`config.mk`:
```
export PLATFORM = sky130hd
export DESIGN_NAME = gacd_decoder
export DESIGN_NICKNAME = d
export VERILOG_FILES = /design/src/design/gacd_pkg.sv /design/src/design/gacd_decoder.sv
export SDC_FILE = /design/constraint.sdc
export NUM_CORES = 1
export LEC_CHECK = 0
export BUFFER_PORTS_ARGS = -buffer_cell sky130_fd_sc_hd__buf_2
export CORE_MARGIN = 3
export CORE_UTILIZATION = 43
export DETAILED_ROUTE_END_ITERATION = 12
export PLACE_DENSITY = 0.76
export SLEW_MARGIN = 20
export SYNTH_ARGS = -nofsm -noshare
export SYNTH_HDL_FRONTEND = slang
export SYNTH_SLANG_ARGS = --single-unit
```
`constraint.sdc`:
```
create_clock -name clock -period 2 [get_ports clock]
set_input_delay 0.4 -clock clock [delete_from_list [all_inputs] [get_ports clock]]
set_output_delay 0.4 -clock clock [all_outputs]
set_load 0.005 [all_outputs]
```
`src/design/gacd_pkg.sv`:
```
package gacd_pkg;
  // register byte address (offset printed is not a multiple of four)
  localparam logic [7:0] AUX_PORT_IDX = 8'h0A;
  localparam logic [31:0] AUX_PORT_ADDR = 32'h00000028;
  // status register chosen for readback
  localparam logic [31:0] STATUS_ADDR = 32'h00000000;
  localparam logic [31:0] EOS_REG_ADDR = 32'h00000004;
  localparam logic [31:0] CTRL_ADDR = 32'h00000008;
  localparam logic [7:0] CFG_RESET = 8'h80;
  localparam logic [2:0] CFG_SEL = 3'h4;
  localparam int CFG_BIN_BIT = 4;
  localparam int CFG_TRANSMIT_END_WITH_STRING_BIT = 3;
  localparam int CFG_RECEIVE_STRING_COMPARE_BIT = 2;
  localparam logic [1:0] HO_NORMAL = 2'h0;
  localparam logic [1:0] HO_ALL = 2'h1;
  localparam logic [1:0] HO_END = 2'h2;
  localparam logic [1:0] HO_CONT = 2'h3;
  localparam logic [7:0] C_PON = 8'h00;
  localparam logic [7:0] C_IST_CLR = 8'h01;
  localparam logic [7:0] C_RELEASE_HOLDOFF_CMD = 8'h03;
  localparam logic [7:0] C_TRIGGER_OUTPUT = 8'h04;
  localparam logic [7:0] C_RTL = 8'h05;
  localparam logic [7:0] C_INVALID = 8'h07;
  localparam logic [7:0] C_IST_SET = 8'h09;
  localparam logic [7:0] C_LUT = 8'h0B;
  localparam logic [7:0] C_LUL = 8'h0C;
  localparam logic [7:0] C_VALID = 8'h0F;
  localparam logic [7:0] C_REQUEST_TRUE_CMD = 8'h18;
  localparam logic [7:0] C_REQUEST_FALSE_CMD = 8'h19;
  localparam logic [7:0] C_LISTEN_CONTINUOUS_CMD = 8'h1B;
  localparam logic [7:0] C_LUN = 8'h1C;
  localparam logic [7:0] C_PAGE = 8'h50;
  localparam logic [7:0] C_HOLD_IMMEDIATELY_CMD = 8'h51;
  localparam logic [7:0] C_CLR_SRQ = 8'h58;
  localparam logic [7:0] C_CLR_LOK = 8'h59;
  localparam logic [7:0] C_CLR_REM = 8'h5A;
  localparam logic [7:0] C_CLR_IFC = 8'h5C;
  localparam logic [7:0] C_CLEAR_SYNC_FLAG_CMD = 8'h5E;
  localparam logic [7:0] C_SET_SYNC = 8'h5F;
  localparam int TRIGGER_OUTPUT_CYCLES = 3;
  localparam logic [1:0] TRIGGER_OUTPUT_LOAD = 2'(TRIGGER_OUTPUT_CYCLES);
  // status register bit positions
  localparam int ST_IFC = 0;
  localparam int ST_SRQ = 1;
  localparam int ST_LOK = 2;
  localparam int ST_REM = 3;
  localparam int ST_SYNC = 4;
  localparam int ST_IST = 5;
  localparam int ST_RFDHO = 6;
  localparam int ST_DACHO = 7;
  localparam int ST_ACCEPTOR_END_HOLDOFF_STATE = 8;
  localparam int ST_CONT = 9;
  localparam int ST_RSV = 10;
  // control register bit positions
  localparam int CT_SPLIT_STATUS_SELECT = 0;
  localparam int CT_APT = 1;
endpackage

```
`src/design/gacd_decoder.sv`:
```
// Design decision made here: the AHB-Lite register port.
`timescale 1ns/1ps
// Behaviour
// - with split status set, 5C/58/59/5A clear ifc/srq/lockout/remote flags
// - 5E clears the sync flag, 5F sets it
// - 51 holds acceptor in not-ready, giving an rfd holdoff
// - 07 releases dac holdoff; with pass-through, byte taken as osa
// - 0F clears dac holdoff; with pass-through, byte taken as msa
// - 09 sets the parallel poll flag, 01 clears it
// - 1B pulses ltn, forces continuous holdoff until unlistened
// - 0C forces listener into idle
// - 1C forces listener idle only while controller is active
// - 0B forces talker into idle
// - 50 accepted with no effect
// - 00 pulses local pon for exactly one clock
// - 05 pulses rtl one clock unless rtl already set
// - 18/19 feed service request sync as true and false
// - 03 clears rfd holdoff state
// - 04 drives trigger output for three clocks, no flag effect
// - write with top bits 100 loads eos/holdoff config; reset 80
// - binary compare: eight bits match, else low seven bits
// - transmit-end-with-string in tacs sends eoi on matching byte
// - receive compare enables end detection on received bytes
// - holdoff mode: normal, every byte, on end, continuous
// - commands are byte writes to a write-only port, back to back
// - normal mode: end byte enters end holdoff until release
module gacd_decoder (
  input wire logic clock,
  input wire logic nrst,
  input wire logic hsel,
  input wire logic [31:0] haddr,
  input wire logic [1:0] htrans,
  input wire logic hwrite,
  input wire logic [2:0] hsize,
  input wire logic [31:0] hwdata,
  input wire logic hready,
  output logic hreadyout,
  output logic hresp,
  output logic [31:0] hrdata,
  input wire logic [7:0] rx_byte,
  input wire logic rx_valid,
  output logic rx_end,
  input wire logic [7:0] tx_byte,
  input wire logic talker_active,
  output logic tx_eoi,
  input wire logic controller_active,
  input wire logic unaddressed_listen,
  input wire logic rtl_in,
  input wire logic set_ifc,
  input wire logic set_srq,
  input wire logic set_lok,
  input wire logic set_rem,
  input wire logic dac_event,
  output logic local_pon,
  output logic local_rtl,
  output logic local_ltn,
  output logic force_lids,
  output logic force_tids,
  output logic req_true,
  output logic req_false,
  output logic release_osa,
  output logic release_msa,
  output logic acceptor_rdy,
  output logic trigger_output
);
  logic [7:0] cfg_reg;
  logic [7:0] eos_reg;
  logic [1:0] ctrl_reg;
  logic [4:0] flags_reg;
  logic ist_reg;
  logic rfd_ho_reg;
  logic dac_ho_reg;
  logic acceptor_end_holdoff_state_reg;
  logic cont_reg;
  logic [1:0] trigger_output_reg;
  logic wr_pend_reg;
  logic [31:0] waddr_reg;
  logic [6:0] pulse_reg;
  logic osa_reg;
  logic msa_reg;

  function automatic logic eos_match(input logic [7:0] b,
      input logic [7:0] e, input logic binary_compare);
    eos_match = binary_compare ? (b == e) : (b[6:0] == e[6:0]);
  endfunction

  wire logic addr_ph = hsel && hready && htrans[1];
  wire logic [7:0] cmd = hwdata[7:0];
  wire logic aux_wr = wr_pend_reg && (waddr_reg == gacd_pkg::AUX_PORT_ADDR);
  wire logic is_cfg = aux_wr && (cmd[7:5] == gacd_pkg::CFG_SEL);
  wire logic cmd_ok = aux_wr && !is_cfg;
  wire logic split_status_select = ctrl_reg[gacd_pkg::CT_SPLIT_STATUS_SELECT];
  wire logic address_pass_through_flag = ctrl_reg[gacd_pkg::CT_APT];
  // every decode below needs an exact code match
  wire logic c_pon = cmd_ok && cmd == gacd_pkg::C_PON;
  wire logic c_ist_clr = cmd_ok && cmd == gacd_pkg::C_IST_CLR;
  wire logic c_release_holdoff_cmd = cmd_ok && cmd == gacd_pkg::C_RELEASE_HOLDOFF_CMD;
  wire logic c_trigger_output = cmd_ok && cmd == gacd_pkg::C_TRIGGER_OUTPUT;
  wire logic c_rtl = cmd_ok && cmd == gacd_pkg::C_RTL;
  wire logic c_inv = cmd_ok && cmd == gacd_pkg::C_INVALID;
  wire logic c_ist_set = cmd_ok && cmd == gacd_pkg::C_IST_SET;
  wire logic c_lut = cmd_ok && cmd == gacd_pkg::C_LUT;
  wire logic c_lul = cmd_ok && cmd == gacd_pkg::C_LUL;
  wire logic c_val = cmd_ok && cmd == gacd_pkg::C_VALID;
  wire logic c_request_true_cmd = cmd_ok && cmd == gacd_pkg::C_REQUEST_TRUE_CMD;
  wire logic c_request_false_cmd = cmd_ok && cmd == gacd_pkg::C_REQUEST_FALSE_CMD;
  wire logic c_ltn = cmd_ok && cmd == gacd_pkg::C_LISTEN_CONTINUOUS_CMD;
  wire logic c_lun = cmd_ok && cmd == gacd_pkg::C_LUN;
  wire logic c_hold_immediately_cmd = cmd_ok && cmd == gacd_pkg::C_HOLD_IMMEDIATELY_CMD;
  // the page command decodes to nothing
  wire logic [3:0] clr_int = {4{cmd_ok && split_status_select}} & {
    cmd == gacd_pkg::C_CLR_REM, cmd == gacd_pkg::C_CLR_LOK,
    cmd == gacd_pkg::C_CLR_SRQ, cmd == gacd_pkg::C_CLR_IFC};
  wire logic c_clear_sync_flag_cmd = cmd_ok && cmd == gacd_pkg::C_CLEAR_SYNC_FLAG_CMD;
  wire logic c_set_sync = cmd_ok && cmd == gacd_pkg::C_SET_SYNC;

  wire logic [1:0] cfg_mode = cfg_reg[1:0];
  wire logic [1:0] eff_mode = cont_reg ? gacd_pkg::HO_CONT : cfg_mode;
  wire logic rx_eos = rx_valid && cfg_reg[gacd_pkg::CFG_RECEIVE_STRING_COMPARE_BIT]
    && eos_match(rx_byte, eos_reg, cfg_reg[gacd_pkg::CFG_BIN_BIT]);
  // decide whether an accepted byte leaves the acceptor held off
  wire logic ho_take = rx_valid && (eff_mode == gacd_pkg::HO_ALL
    || eff_mode == gacd_pkg::HO_CONT
    || (eff_mode == gacd_pkg::HO_END && rx_eos));
  wire logic acceptor_end_holdoff_state_take = rx_valid && rx_eos
    && eff_mode == gacd_pkg::HO_NORMAL;
  wire logic [3:0] ext_set = {set_rem, set_lok, set_srq, set_ifc};
  wire logic [3:0] int_next = ext_set | (flags_reg[3:0] & ~clr_int);
  wire logic sync_next = c_set_sync
    | (flags_reg[4] & ~c_clear_sync_flag_cmd);

  assign hreadyout = 1'b1;
  assign hresp = 1'b0;
  assign rx_end = rx_eos;
  assign tx_eoi = talker_active && cfg_reg[gacd_pkg::CFG_TRANSMIT_END_WITH_STRING_BIT]
    && eos_match(tx_byte, eos_reg, cfg_reg[gacd_pkg::CFG_BIN_BIT]);
  assign local_pon = pulse_reg[0];
  assign local_rtl = pulse_reg[1];
  assign local_ltn = pulse_reg[2];
  assign force_lids = pulse_reg[3];
  assign force_tids = pulse_reg[4];
  assign req_true = pulse_reg[5];
  assign req_false = pulse_reg[6];
  assign release_osa = osa_reg;
  assign release_msa = msa_reg;
  // rdy is withheld while any holdoff stands
  assign acceptor_rdy = !(rfd_ho_reg || acceptor_end_holdoff_state_reg || dac_ho_reg);
  assign trigger_output = (trigger_output_reg != 2'h0);

  wire logic [31:0] status_word = {21'h000000, acceptor_end_holdoff_state_reg ? 1'b1 : 1'b0,
    cont_reg, acceptor_end_holdoff_state_reg, dac_ho_reg, rfd_ho_reg, ist_reg, flags_reg};

  always_ff @(posedge clock) begin
    if (!nrst) begin
      wr_pend_reg <= 1'b0;
      waddr_reg <= 32'h00000000;
      hrdata <= 32'h00000000;
    end else begin
      wr_pend_reg <= addr_ph && hwrite;
      waddr_reg <= haddr;
      if (addr_ph && !hwrite) begin
        if (haddr == gacd_pkg::STATUS_ADDR) begin
          hrdata <= status_word;
        end else if (haddr == gacd_pkg::EOS_REG_ADDR) begin
          hrdata <= {24'h000000, eos_reg};
        end else if (haddr == gacd_pkg::CTRL_ADDR) begin
          hrdata <= {30'h00000000, ctrl_reg};
        end else begin
          hrdata <= 32'h00000000;
        end
      end
    end
  end

  always_ff @(posedge clock) begin
    if (!nrst) begin
      eos_reg <= 8'h00;
      ctrl_reg <= 2'h0;
    end else begin
      if (wr_pend_reg && waddr_reg == gacd_pkg::EOS_REG_ADDR) begin
        eos_reg <= hwdata[7:0];
      end
      if (wr_pend_reg && waddr_reg == gacd_pkg::CTRL_ADDR) begin
        ctrl_reg <= hwdata[1:0];
      end
    end
  end

  always_ff @(posedge clock) begin
    if (!nrst) begin
      cfg_reg <= gacd_pkg::CFG_RESET;
    end else if (is_cfg) begin
      cfg_reg <= cmd;
    end
  end

  always_ff @(posedge clock) begin
    if (!nrst) begin
      flags_reg <= 5'h00;
      ist_reg <= 1'b0;
    end else begin
      flags_reg <= {sync_next, int_next};
      if (c_ist_set) begin
        ist_reg <= 1'b1;
      end else if (c_ist_clr) begin
        ist_reg <= 1'b0;
      end
    end
  end

  always_ff @(posedge clock) begin
    if (!nrst) begin
      rfd_ho_reg <= 1'b0;
      acceptor_end_holdoff_state_reg <= 1'b0;
      cont_reg <= 1'b0;
      dac_ho_reg <= 1'b0;
    end else begin
      // hardware set wins over a release in the same cycle
      rfd_ho_reg <= c_hold_immediately_cmd || ho_take || (rfd_ho_reg && !c_release_holdoff_cmd);
      acceptor_end_holdoff_state_reg <= acceptor_end_holdoff_state_take || (acceptor_end_holdoff_state_reg && !c_release_holdoff_cmd);
      if (c_ltn) begin
        cont_reg <= 1'b1;
      end else if (unaddressed_listen) begin
        cont_reg <= 1'b0;
      end
      dac_ho_reg <= dac_event || (dac_ho_reg && !(c_inv || c_val));
    end
  end

  always_ff @(posedge clock) begin
    if (!nrst) begin
      pulse_reg <= 7'h00;
      osa_reg <= 1'b0;
      msa_reg <= 1'b0;
      trigger_output_reg <= 2'h0;
    end else begin
      pulse_reg <= {c_request_false_cmd, c_request_true_cmd, c_lut,
        c_lul || (c_lun && controller_active),
        c_ltn, c_rtl && !rtl_in, c_pon};
      osa_reg <= c_inv && dac_ho_reg && address_pass_through_flag;
      msa_reg <= c_val && dac_ho_reg && address_pass_through_flag;
      if (c_trigger_output) begin
        trigger_output_reg <= gacd_pkg::TRIGGER_OUTPUT_LOAD;
      end else if (trigger_output_reg != 2'h0) begin
        trigger_output_reg <= trigger_output_reg - 2'h1;
      end
    end
  end
endmodule // gacd_decoder

```
# Word-level counts from Yosys, hierarchy flattened
# Cells that the tools add are included.
# word_totals
register_bits,101
# op_classes
addsub,1
eq_ne,33
n_mux,13
n_bitwise,7
n_reduce_logical,67
# op_table
operator,n
32-bit by 3-bit == test with 1-bit output (second input constant),2
32-bit by 4-bit == test with 1-bit output (second input constant),2
8-bit by 7-bit == test with 1-bit output (second input constant),7
1-bit logical AND,44
32-bit by 6-bit == test with 1-bit output (second input constant),1
8-bit by 4-bit == test with 1-bit output (second input constant),4
8-bit by 5-bit == test with 1-bit output (second input constant),4
32-bit zero test,1
8-bit by 3-bit == test with 1-bit output (second input constant),3
8-bit == test,2
7-bit == test,2
11-bit two-way mux,1
1-bit logical OR,10
4-bit AND,2
8-bit by 1-bit == test with 1-bit output (second input constant),1
8-bit by 2-bit == test with 1-bit output (second input constant),1
8-bit zero test,1
2-bit two-way mux,4
8-bit two-way mux,1
2-bit nonzero test,4
1-bit two-way mux,7
1-bit zero test,6
2-bit == test (second input constant),2
4-bit NOT,1
other kinds (8),8

# Depth between registers and ports, before layout
# Gate-level depths: netlist of the first run.
# depth
word_depth,10
ltp_mapped,6
mapped_depth_nobuf,6

# Worst setup path before layout of the first run
# No wires, ideal clock.
# synth_path
path_type,register -> register
startpoint,reg waddr_reg[6]
endpoint,reg flags_reg[1]
t_arrival_ns,1.818
setup_slack_ns,0.067
path_stages_with_launch,6
path_cell_list,dfxtp_1 nor4_2 nand4_2 or4_4 o31a_1 o21a_1
# synth_via
elab_chain_cells,10
# synth_lines
item,line,source
from (decl),gacd_decoder.sv:77,logic [31:0] waddr_reg;
from (signal assigned),gacd_decoder.sv:160,waddr_reg <= haddr;
32-bit by 6-bit == test with 1-bit output (*),gacd_decoder.sv:89,wire logic aux_wr = wr_pend_reg && (waddr_reg == gacd_pkg::AUX_PORT_ADDR);
1-bit logical AND (*),gacd_decoder.sv:89,
1-bit logical AND,gacd_decoder.sv:90,wire logic is_cfg = aux_wr && (cmd[7:5] == gacd_pkg::CFG_SEL);
1-bit zero test,gacd_decoder.sv:91,wire logic cmd_ok = aux_wr && !is_cfg;
1-bit logical AND (*),gacd_decoder.sv:91,
1-bit logical AND (*),gacd_decoder.sv:111,wire logic [3:0] clr_int = {4{cmd_ok && split_status_select}} & {
4-bit AND (*),gacd_decoder.sv:111,
4-bit NOT (*),gacd_decoder.sv:128,wire logic [3:0] int_next = ext_set | (flags_reg[3:0] & ~clr_int);
4-bit AND (*),gacd_decoder.sv:128,
4-bit bitwise OR (*),gacd_decoder.sv:128,
to (signal assigned),gacd_decoder.sv:202,"flags_reg <= {sync_next, int_next};"
to (decl),gacd_decoder.sv:69,logic [4:0] flags_reg;
# Every way passes the cells marked *; elsewhere a longest branch is shown, timed or not.
# A chain may end at the register's enable or synchronous reset.

# Worst setup path after layout of the first run
# layout_path
startpoint,reg eos_reg[4]
endpoint,out tx_eoi
# layout_via
elab_chain_cells,3
elab_cells_between_ends,4
cone_classes,eq/ne (2); mux (1); reduce/logical (1)
# layout_lines
item,line,source
from (decl),gacd_decoder.sv:67,logic [7:0] eos_reg;
from (signal assigned),gacd_decoder.sv:181,eos_reg <= hwdata[7:0];
8-bit == test / 7-bit == test (equally long branches),gacd_decoder.sv:84,eos_match = binary_compare ? (b == e) : (b[6:0] == e[6:0]);
1-bit two-way mux (*),gacd_decoder.sv:84,
1-bit logical AND (*),gacd_decoder.sv:136,"&& eos_match(tx_byte, eos_reg, cfg_reg[gacd_pkg::CFG_BIN_BIT]);"
to (decl),gacd_decoder.sv:45,"output logic tx_eoi,"
# Marked as above.

==> results.cfg, run 1 <==
[timing]
setup_ws_ns = -0.129
hold_viol = 0
tns_ns = -0.244
finalSetupViolations = 2
min_period_ns = 2.13
slew_violations = 0
holdWs_ns = 0.224
post-route-period-util = 1.06
fmax_mhz = 470
rsz0062_at_grt = true
fin_skew_ns = 0.0103

[floorplanning]
start_util = 0.446
die_area_sq_um = 9220
core-area_sq_um = 7810
fp-row-count = 32
die_h_um = 96.0
io_pins = 147
die_w_um = 96.0

[cells_and_area]
seqCellArea_sq_um = 1600
fill_cells = 685
finalInstanceArea_sq_um = 4420
drive_gt1_frac = 0.348
area_growth_pct = 26.9
layout.nets = 583
multiInputGateArea_sq_um = 1840
largest_reg_flops = 32
fin_cells = 588
diodes = 0

[drt]
ant_nets = 0
wl_mm = 8.47
avgRoutedWirePerCell_um = 14.4
drcViolationCount = 0
drt_iter0_markers = 215
dr.pass1.iters = 4
num_vias = 2912
avgViaCountPerCell = 4.95

[setup_path]
cp_num_buf_inv = 1
r2r-start = waddr_reg[2]$_SDFF_PN0_
crit_chain = xnor2_2 -> nand4_1 -> or4_1 -> a21oi_1 -> buf_2
r2r_end = flags_reg[3]$_SDFF_PN0_
start_kind = flip-flop
cpPeakStageDelay_ns = 0.53
r2r_slack_ns = 0.05
critical_path_required_ns = 1.60
cp.arrival_ns = 1.73
cp_slowest_cell = or4_1
cp_top_family = simple AND/OR/NAND/NOR gates
path_max_fanout = 4
r2r_cells = 4
critPathKind = flip-flop to primary output
worstSetupEndpointType = primary output

[synthesis]
synth-seq-cells = 79
netlist_area_sq_um = 3480
yosysSeqAreaShare = 0.454
synth_most_common_cell = dfxtp_1
synthArstFlopShare = 0
syn_area_per_cell_sq_um = 9.44
postSynthCellCount = 369
synth_top_area_cell = dfxtp_1
synth_edf_count = 0
synthTopCellsByArea = dfxtp_1 (45%), and2_1 (5.9%), mux2i_1 (5.5%)
ys.warnings.count = 0
synth.distinct_cells = 45
ys.flop_type = dfxtp_1
yosysTopAreaCellShare = 0.454
netlist_top_cells_count = dfxtp_1 (79), nand2_1 (37), and2_1 (33)

[place]
gp_congestion = 0.871
dpl.cell_count = 567
port_buffers = 95
dpl.hpwl_mm = 6.51
dpl_cell_area_sq_um = 4080

[clock_tree]
cts.sinks = 79
htreeDepth = 3
tritoncts = yes
worstSkewPairLatency_ns = 0.35
path_clk_slew_ns = 0.08
numCtsBuffers = 9
cts_hold_buf = 0
clockBufferDepth = 2
root_buffer = clkbuf_8

[power_and_ir_drop]
ir_worst_vdd_mv = 0.400
cellLeakagePower_nw = 1.89
power_density_nw_per_um2 = 662

[run]
drv_cap = 0

[hold_path]
min_to = pulse_reg[1]$_SDFF_PN0_
hold_start = rtl_in
hp-class = input pin to flip-flop
min_path_cells = 2

[run_status]
status = complete, but fails checks
violations = negative setup slack

[global_route]
overflow = 0
grt_usage = 0.189
grt_pass1_wl_mm = 13.2
first_global_vias = 2782
antenna_found_initial = 0
grt_max_degree = 22
## metal layers
metal  track usage  wire length [um]  vias up  part of all wire
li1              -                 -     1467                 -
met1         0.244              3680     1324              0.43
met2         0.303              4030      109              0.48
met3        0.0414               604       12             0.071
met4        0.0794               153        0             0.018
met5             0                 0        -                 0
## cell usage in the layout (no fill, tap or decap), drive strengths merged, types with 2 or more instances in the layout
cell,synthesis,layout
a2111oi,2,2
a21boi,5,5
a221oi,6,6
and2,33,33
and3,3,3
buf,25,119
clkbuf,13,10
clkinv,0,5
conb,2,23
dfxtp,79,79
inv,6,6
mux2i,19,19
nand2,37,37
nand3,14,14
nand3b,3,3
nand4,6,6
nand4b,2,2
nor2,17,17
nor2b,14,14
nor3,7,7
nor3b,2,2
nor4,19,19
nor4b,3,3
o21a,3,3
o21ai,13,13
o31a,3,3
or4,5,5
xnor2,10,10
xor2,7,7
## through the flow
stage	setup slack [ns]	power (mW)	util
2_1_floorplan	0.0670	1.84	-
3_3_place_gp	-0.0171	1.94	0.522
3_5_place_dp	-0.0405	1.95	0.522
4_1_cts	-0.110	2.94	0.552
5_1_grt	-0.195	3.05	0.567
6_report	-0.129	2.93	0.567
## power by group
part / internal, mW / switching [mW]
combinational: 0.140 / 0.142
sequential: 1.61 / 0.0282
clock: 0.466 / 0.541
## area by class of cell
cell class                      instances  share of cell area
Clock buffer                           10              0.0311
Clock inverter                          5             0.00566
Inverter                                6             0.00509
Multi-Input combinational cell        267               0.415
Sequential cell                        79               0.362
Tap cell                              102              0.0289
Timing Repair Buffer                  119               0.152
## cells by family after synthesis
kind of cell / Yosys count / synth area share
mux: 19 / 0.0546
xor+xnor: 17 / 0.0427
other cells: 2 / 0.00216
fa+ha+maj: 1 / 0.00359
buf+inv: 44 / 0.0743
flops: 79 / 0.454
compound gates: 37 / 0.0747
simple gates: 170 / 0.294
## worst max path at each step
stage                             startpoint                 endpoint  slack (ns)  cells after the start
global placement    waddr_reg[17]$_SDFF_PN0_     ist_reg$_SDFFE_PN0P_       -0.02                      6
finish               eos_reg[4]$_SDFFE_PN0P_                   tx_eoi       -0.13                      5
global route         eos_reg[4]$_SDFFE_PN0P_                   tx_eoi       -0.20                      5
detailed placement  waddr_reg[17]$_SDFF_PN0_     ist_reg$_SDFFE_PN0P_       -0.04                      6
CTS                  eos_reg[0]$_SDFFE_PN0P_                   rx_end       -0.11                      4
floorplan            waddr_reg[6]$_SDFF_PN0_  flags_reg[1]$_SDFF_PN0_        0.07                      5
## timing repair
| item | 4_1_cts | 5_1_grt |
|---|---|---|
| endpoints found under the setup margin | 11 | 11 |
| buffers inserted | 3 | 3 |
| pin swaps | 12 | 10 |
| cloned | 0 | 0 |
| gates resized for setup | 15 | 16 |
(Power assumes the default switching activity.)
==> run 2: changes to the inputs <==
--- a/config.mk
+++ b/config.mk
@@ -6,10 +6,14 @@
 export NUM_CORES = 1
 export LEC_CHECK = 0
 export BUFFER_PORTS_ARGS = -buffer_cell sky130_fd_sc_hd__buf_2
+export CELL_PAD_IN_SITES_DETAIL_PLACEMENT = 0
+export CELL_PAD_IN_SITES_GLOBAL_PLACEMENT = 1
 export CORE_MARGIN = 3
-export CORE_UTILIZATION = 43
+export CORE_UTILIZATION = 31
 export DETAILED_ROUTE_END_ITERATION = 12
-export PLACE_DENSITY = 0.76
+export PLACE_DENSITY_LB_ADDON = 0.1
+export REMOVE_ABC_BUFFERS = 1
+export SKIP_LAST_GASP = 1
 export SLEW_MARGIN = 20
 export SYNTH_ARGS = -nofsm -noshare
 export SYNTH_HDL_FRONTEND = slang
==> run 2 against run 1 <==
The flow still finishes with violations (negative setup slack). Largest power group is now clock. Highest routed layer unchanged. Via count rose by 1.4%. Count of clock-buffer cells in the layout fell by 1. Critical path depth fell by 1. Clock skew shrank 0.0035 ns. Cell count grew 8.2%.
==> results.cfg, run 2 (same netlist as run 1, synthesis figures left out) <==
[run_status]
status = complete, but fails checks
violations = negative setup slack

[global_route]
grt_usage = 0.154
first_global_vias = 3023
grt_max_degree = 39
overflow = 0
grt_pass1_wl_mm = 15.3
antenna_found_initial = 0

[power_and_ir_drop]
cellLeakagePower_nw = 1.98
ir_worst_vdd_mv = 0.442
power_frac_seq = 0.447
power_density_nw_per_um2 = 784
netSwitchingPower_mw = 0.918
p_sw_frac = 0.250
clkPwrFrac = 0.475
finalPower_mw = 3.67
p_int_mw = 2.75
p_comb_frac = 0.078

[run]
drv_cap = 0

[clock_tree]
path_clk_slew_ns = 0.07
htreeDepth = 3
clockBufferDepth = 2
numCtsBuffers = 9
root_buffer = clkbuf_16
tritoncts = yes
cts.sinks = 79
worstSkewPairLatency_ns = 0.34

[floorplanning]
die_w_um = 112
fp-row-count = 38
core-area_sq_um = 10900
die_h_um = 112
io_pins = 147
die_area_sq_um = 12500
start_util = 0.319

[timing]
holdWs_ns = 0.226
slew-limit-headroom = 0.605
post-route-period-util = 1.05
setup_ws_ns = -0.0958
rsz0062_at_grt = true
fin_skew_ns = 0.00679
tns_ns = -0.134
min_period_ns = 2.10
tightest_slew_ns = 0.590
fmax_mhz = 477
finalSetupViolations = 2
hold_viol = 0
slew_violations = 0

[cells_and_area]
area_growth_pct = 34.4
layout.nets = 592
drive_gt1_frac = 0.367
final_common_cell = buf_2
diodes = 0
finalInstanceArea_sq_um = 4680
largest_reg_flops = 32
mostFrequentLayoutCells = buf_2 (95), dfxtp_1 (73), nand2_1 (36)

[drt]
ant_nets = 0
wl_mm = 9.44
num_vias = 2952
drcViolationCount = 0
drt_iter0_markers = 157
dr.pass1.iters = 4
avgViaCountPerCell = 4.64
avgRoutedWirePerCell_um = 14.8

[setup_path]
cp.arrival_ns = 1.70
critPathKind = flip-flop to primary output
critical_path_required_ns = 1.60
worstSetupEndpointType = primary output
path_max_fanout = 3
start_kind = flip-flop

[place]
dpl_cell_area_sq_um = 4200
pre_cts_ws_ns = -0.131
gp_congestion = 0.764
port_buffers = 95
dpl.hpwl_mm = 7.14

[hold_path]
hp-class = input pin to flip-flop
[run 2: final cells by class]
cell class | count | area (sq um)
clock inverter | 7 | 87.6
inverter | 6 | 22.5
multi-input combinational | 267 | 1830
timing repair buffer | 128 | 739
clock buffer | 9 | 225
tap | 140 | 175
fill | 1120 | 6250
sequential | 79 | 1600
[run 2: critical path, stage by stage (launching register included)]
cell and delay (ns):
dfxtp_4 0.37, xor2_2 0.14, or4_4 0.52, a211oi_2 0.18, buf_2 0.15
[run 2: power groups by stage]
stage               Combinational [mW]  Sequential (mW)  Clock, mW
global route                     0.321             1.65       1.85
global placement                 0.275             1.68          0
finish                           0.286             1.64       1.74
detailed placement               0.277             1.68          0
CTS                              0.282             1.64       1.78
floorplan                        0.115             1.67          0
[run 2: path summary, 6_finish.rpt]
check | from | to | slack [ns] | cells after the start
min | rtl_in | pulse_reg[1]$_SDFF_PN0_ | 0.23 | 2
max reg2reg | waddr_reg[28]$_SDFF_PN0_ | ist_reg$_SDFFE_PN0P_ | 0.03 | 6
min reg2reg | cfg_reg[2]$_SDFFE_PN0P_ | cfg_reg[2]$_SDFFE_PN0P_ | 0.47 | 2
max | eos_reg[0]$_SDFFE_PN0P_ | rx_end | -0.1 | 4
[run 2: what timing repair did]
action | CTS | global route
endpoints found under the setup margin | 6 | 25
gates resized for setup | 17 | 17
hold buffers | 0 | 0
pin swaps | 8 | 7
setup buffers | 7 | 0
[run 2: through the flow]
step / util / cells
2_1_floorplan: - / 352
3_3_place_gp: 0.384 / 615
3_5_place_dp: 0.384 / 615
4_1_cts: 0.423 / 638
5_1_grt: 0.428 / 636
6_report: 0.428 / 636
[run 2: metal layers]
metal  global-route usage  wire [um]  share of wire
met4               0.0505        144          0.015
met1                0.209       4570           0.48
met2                0.239       4170           0.44
met5                    0          0              0
met3               0.0404        550          0.058
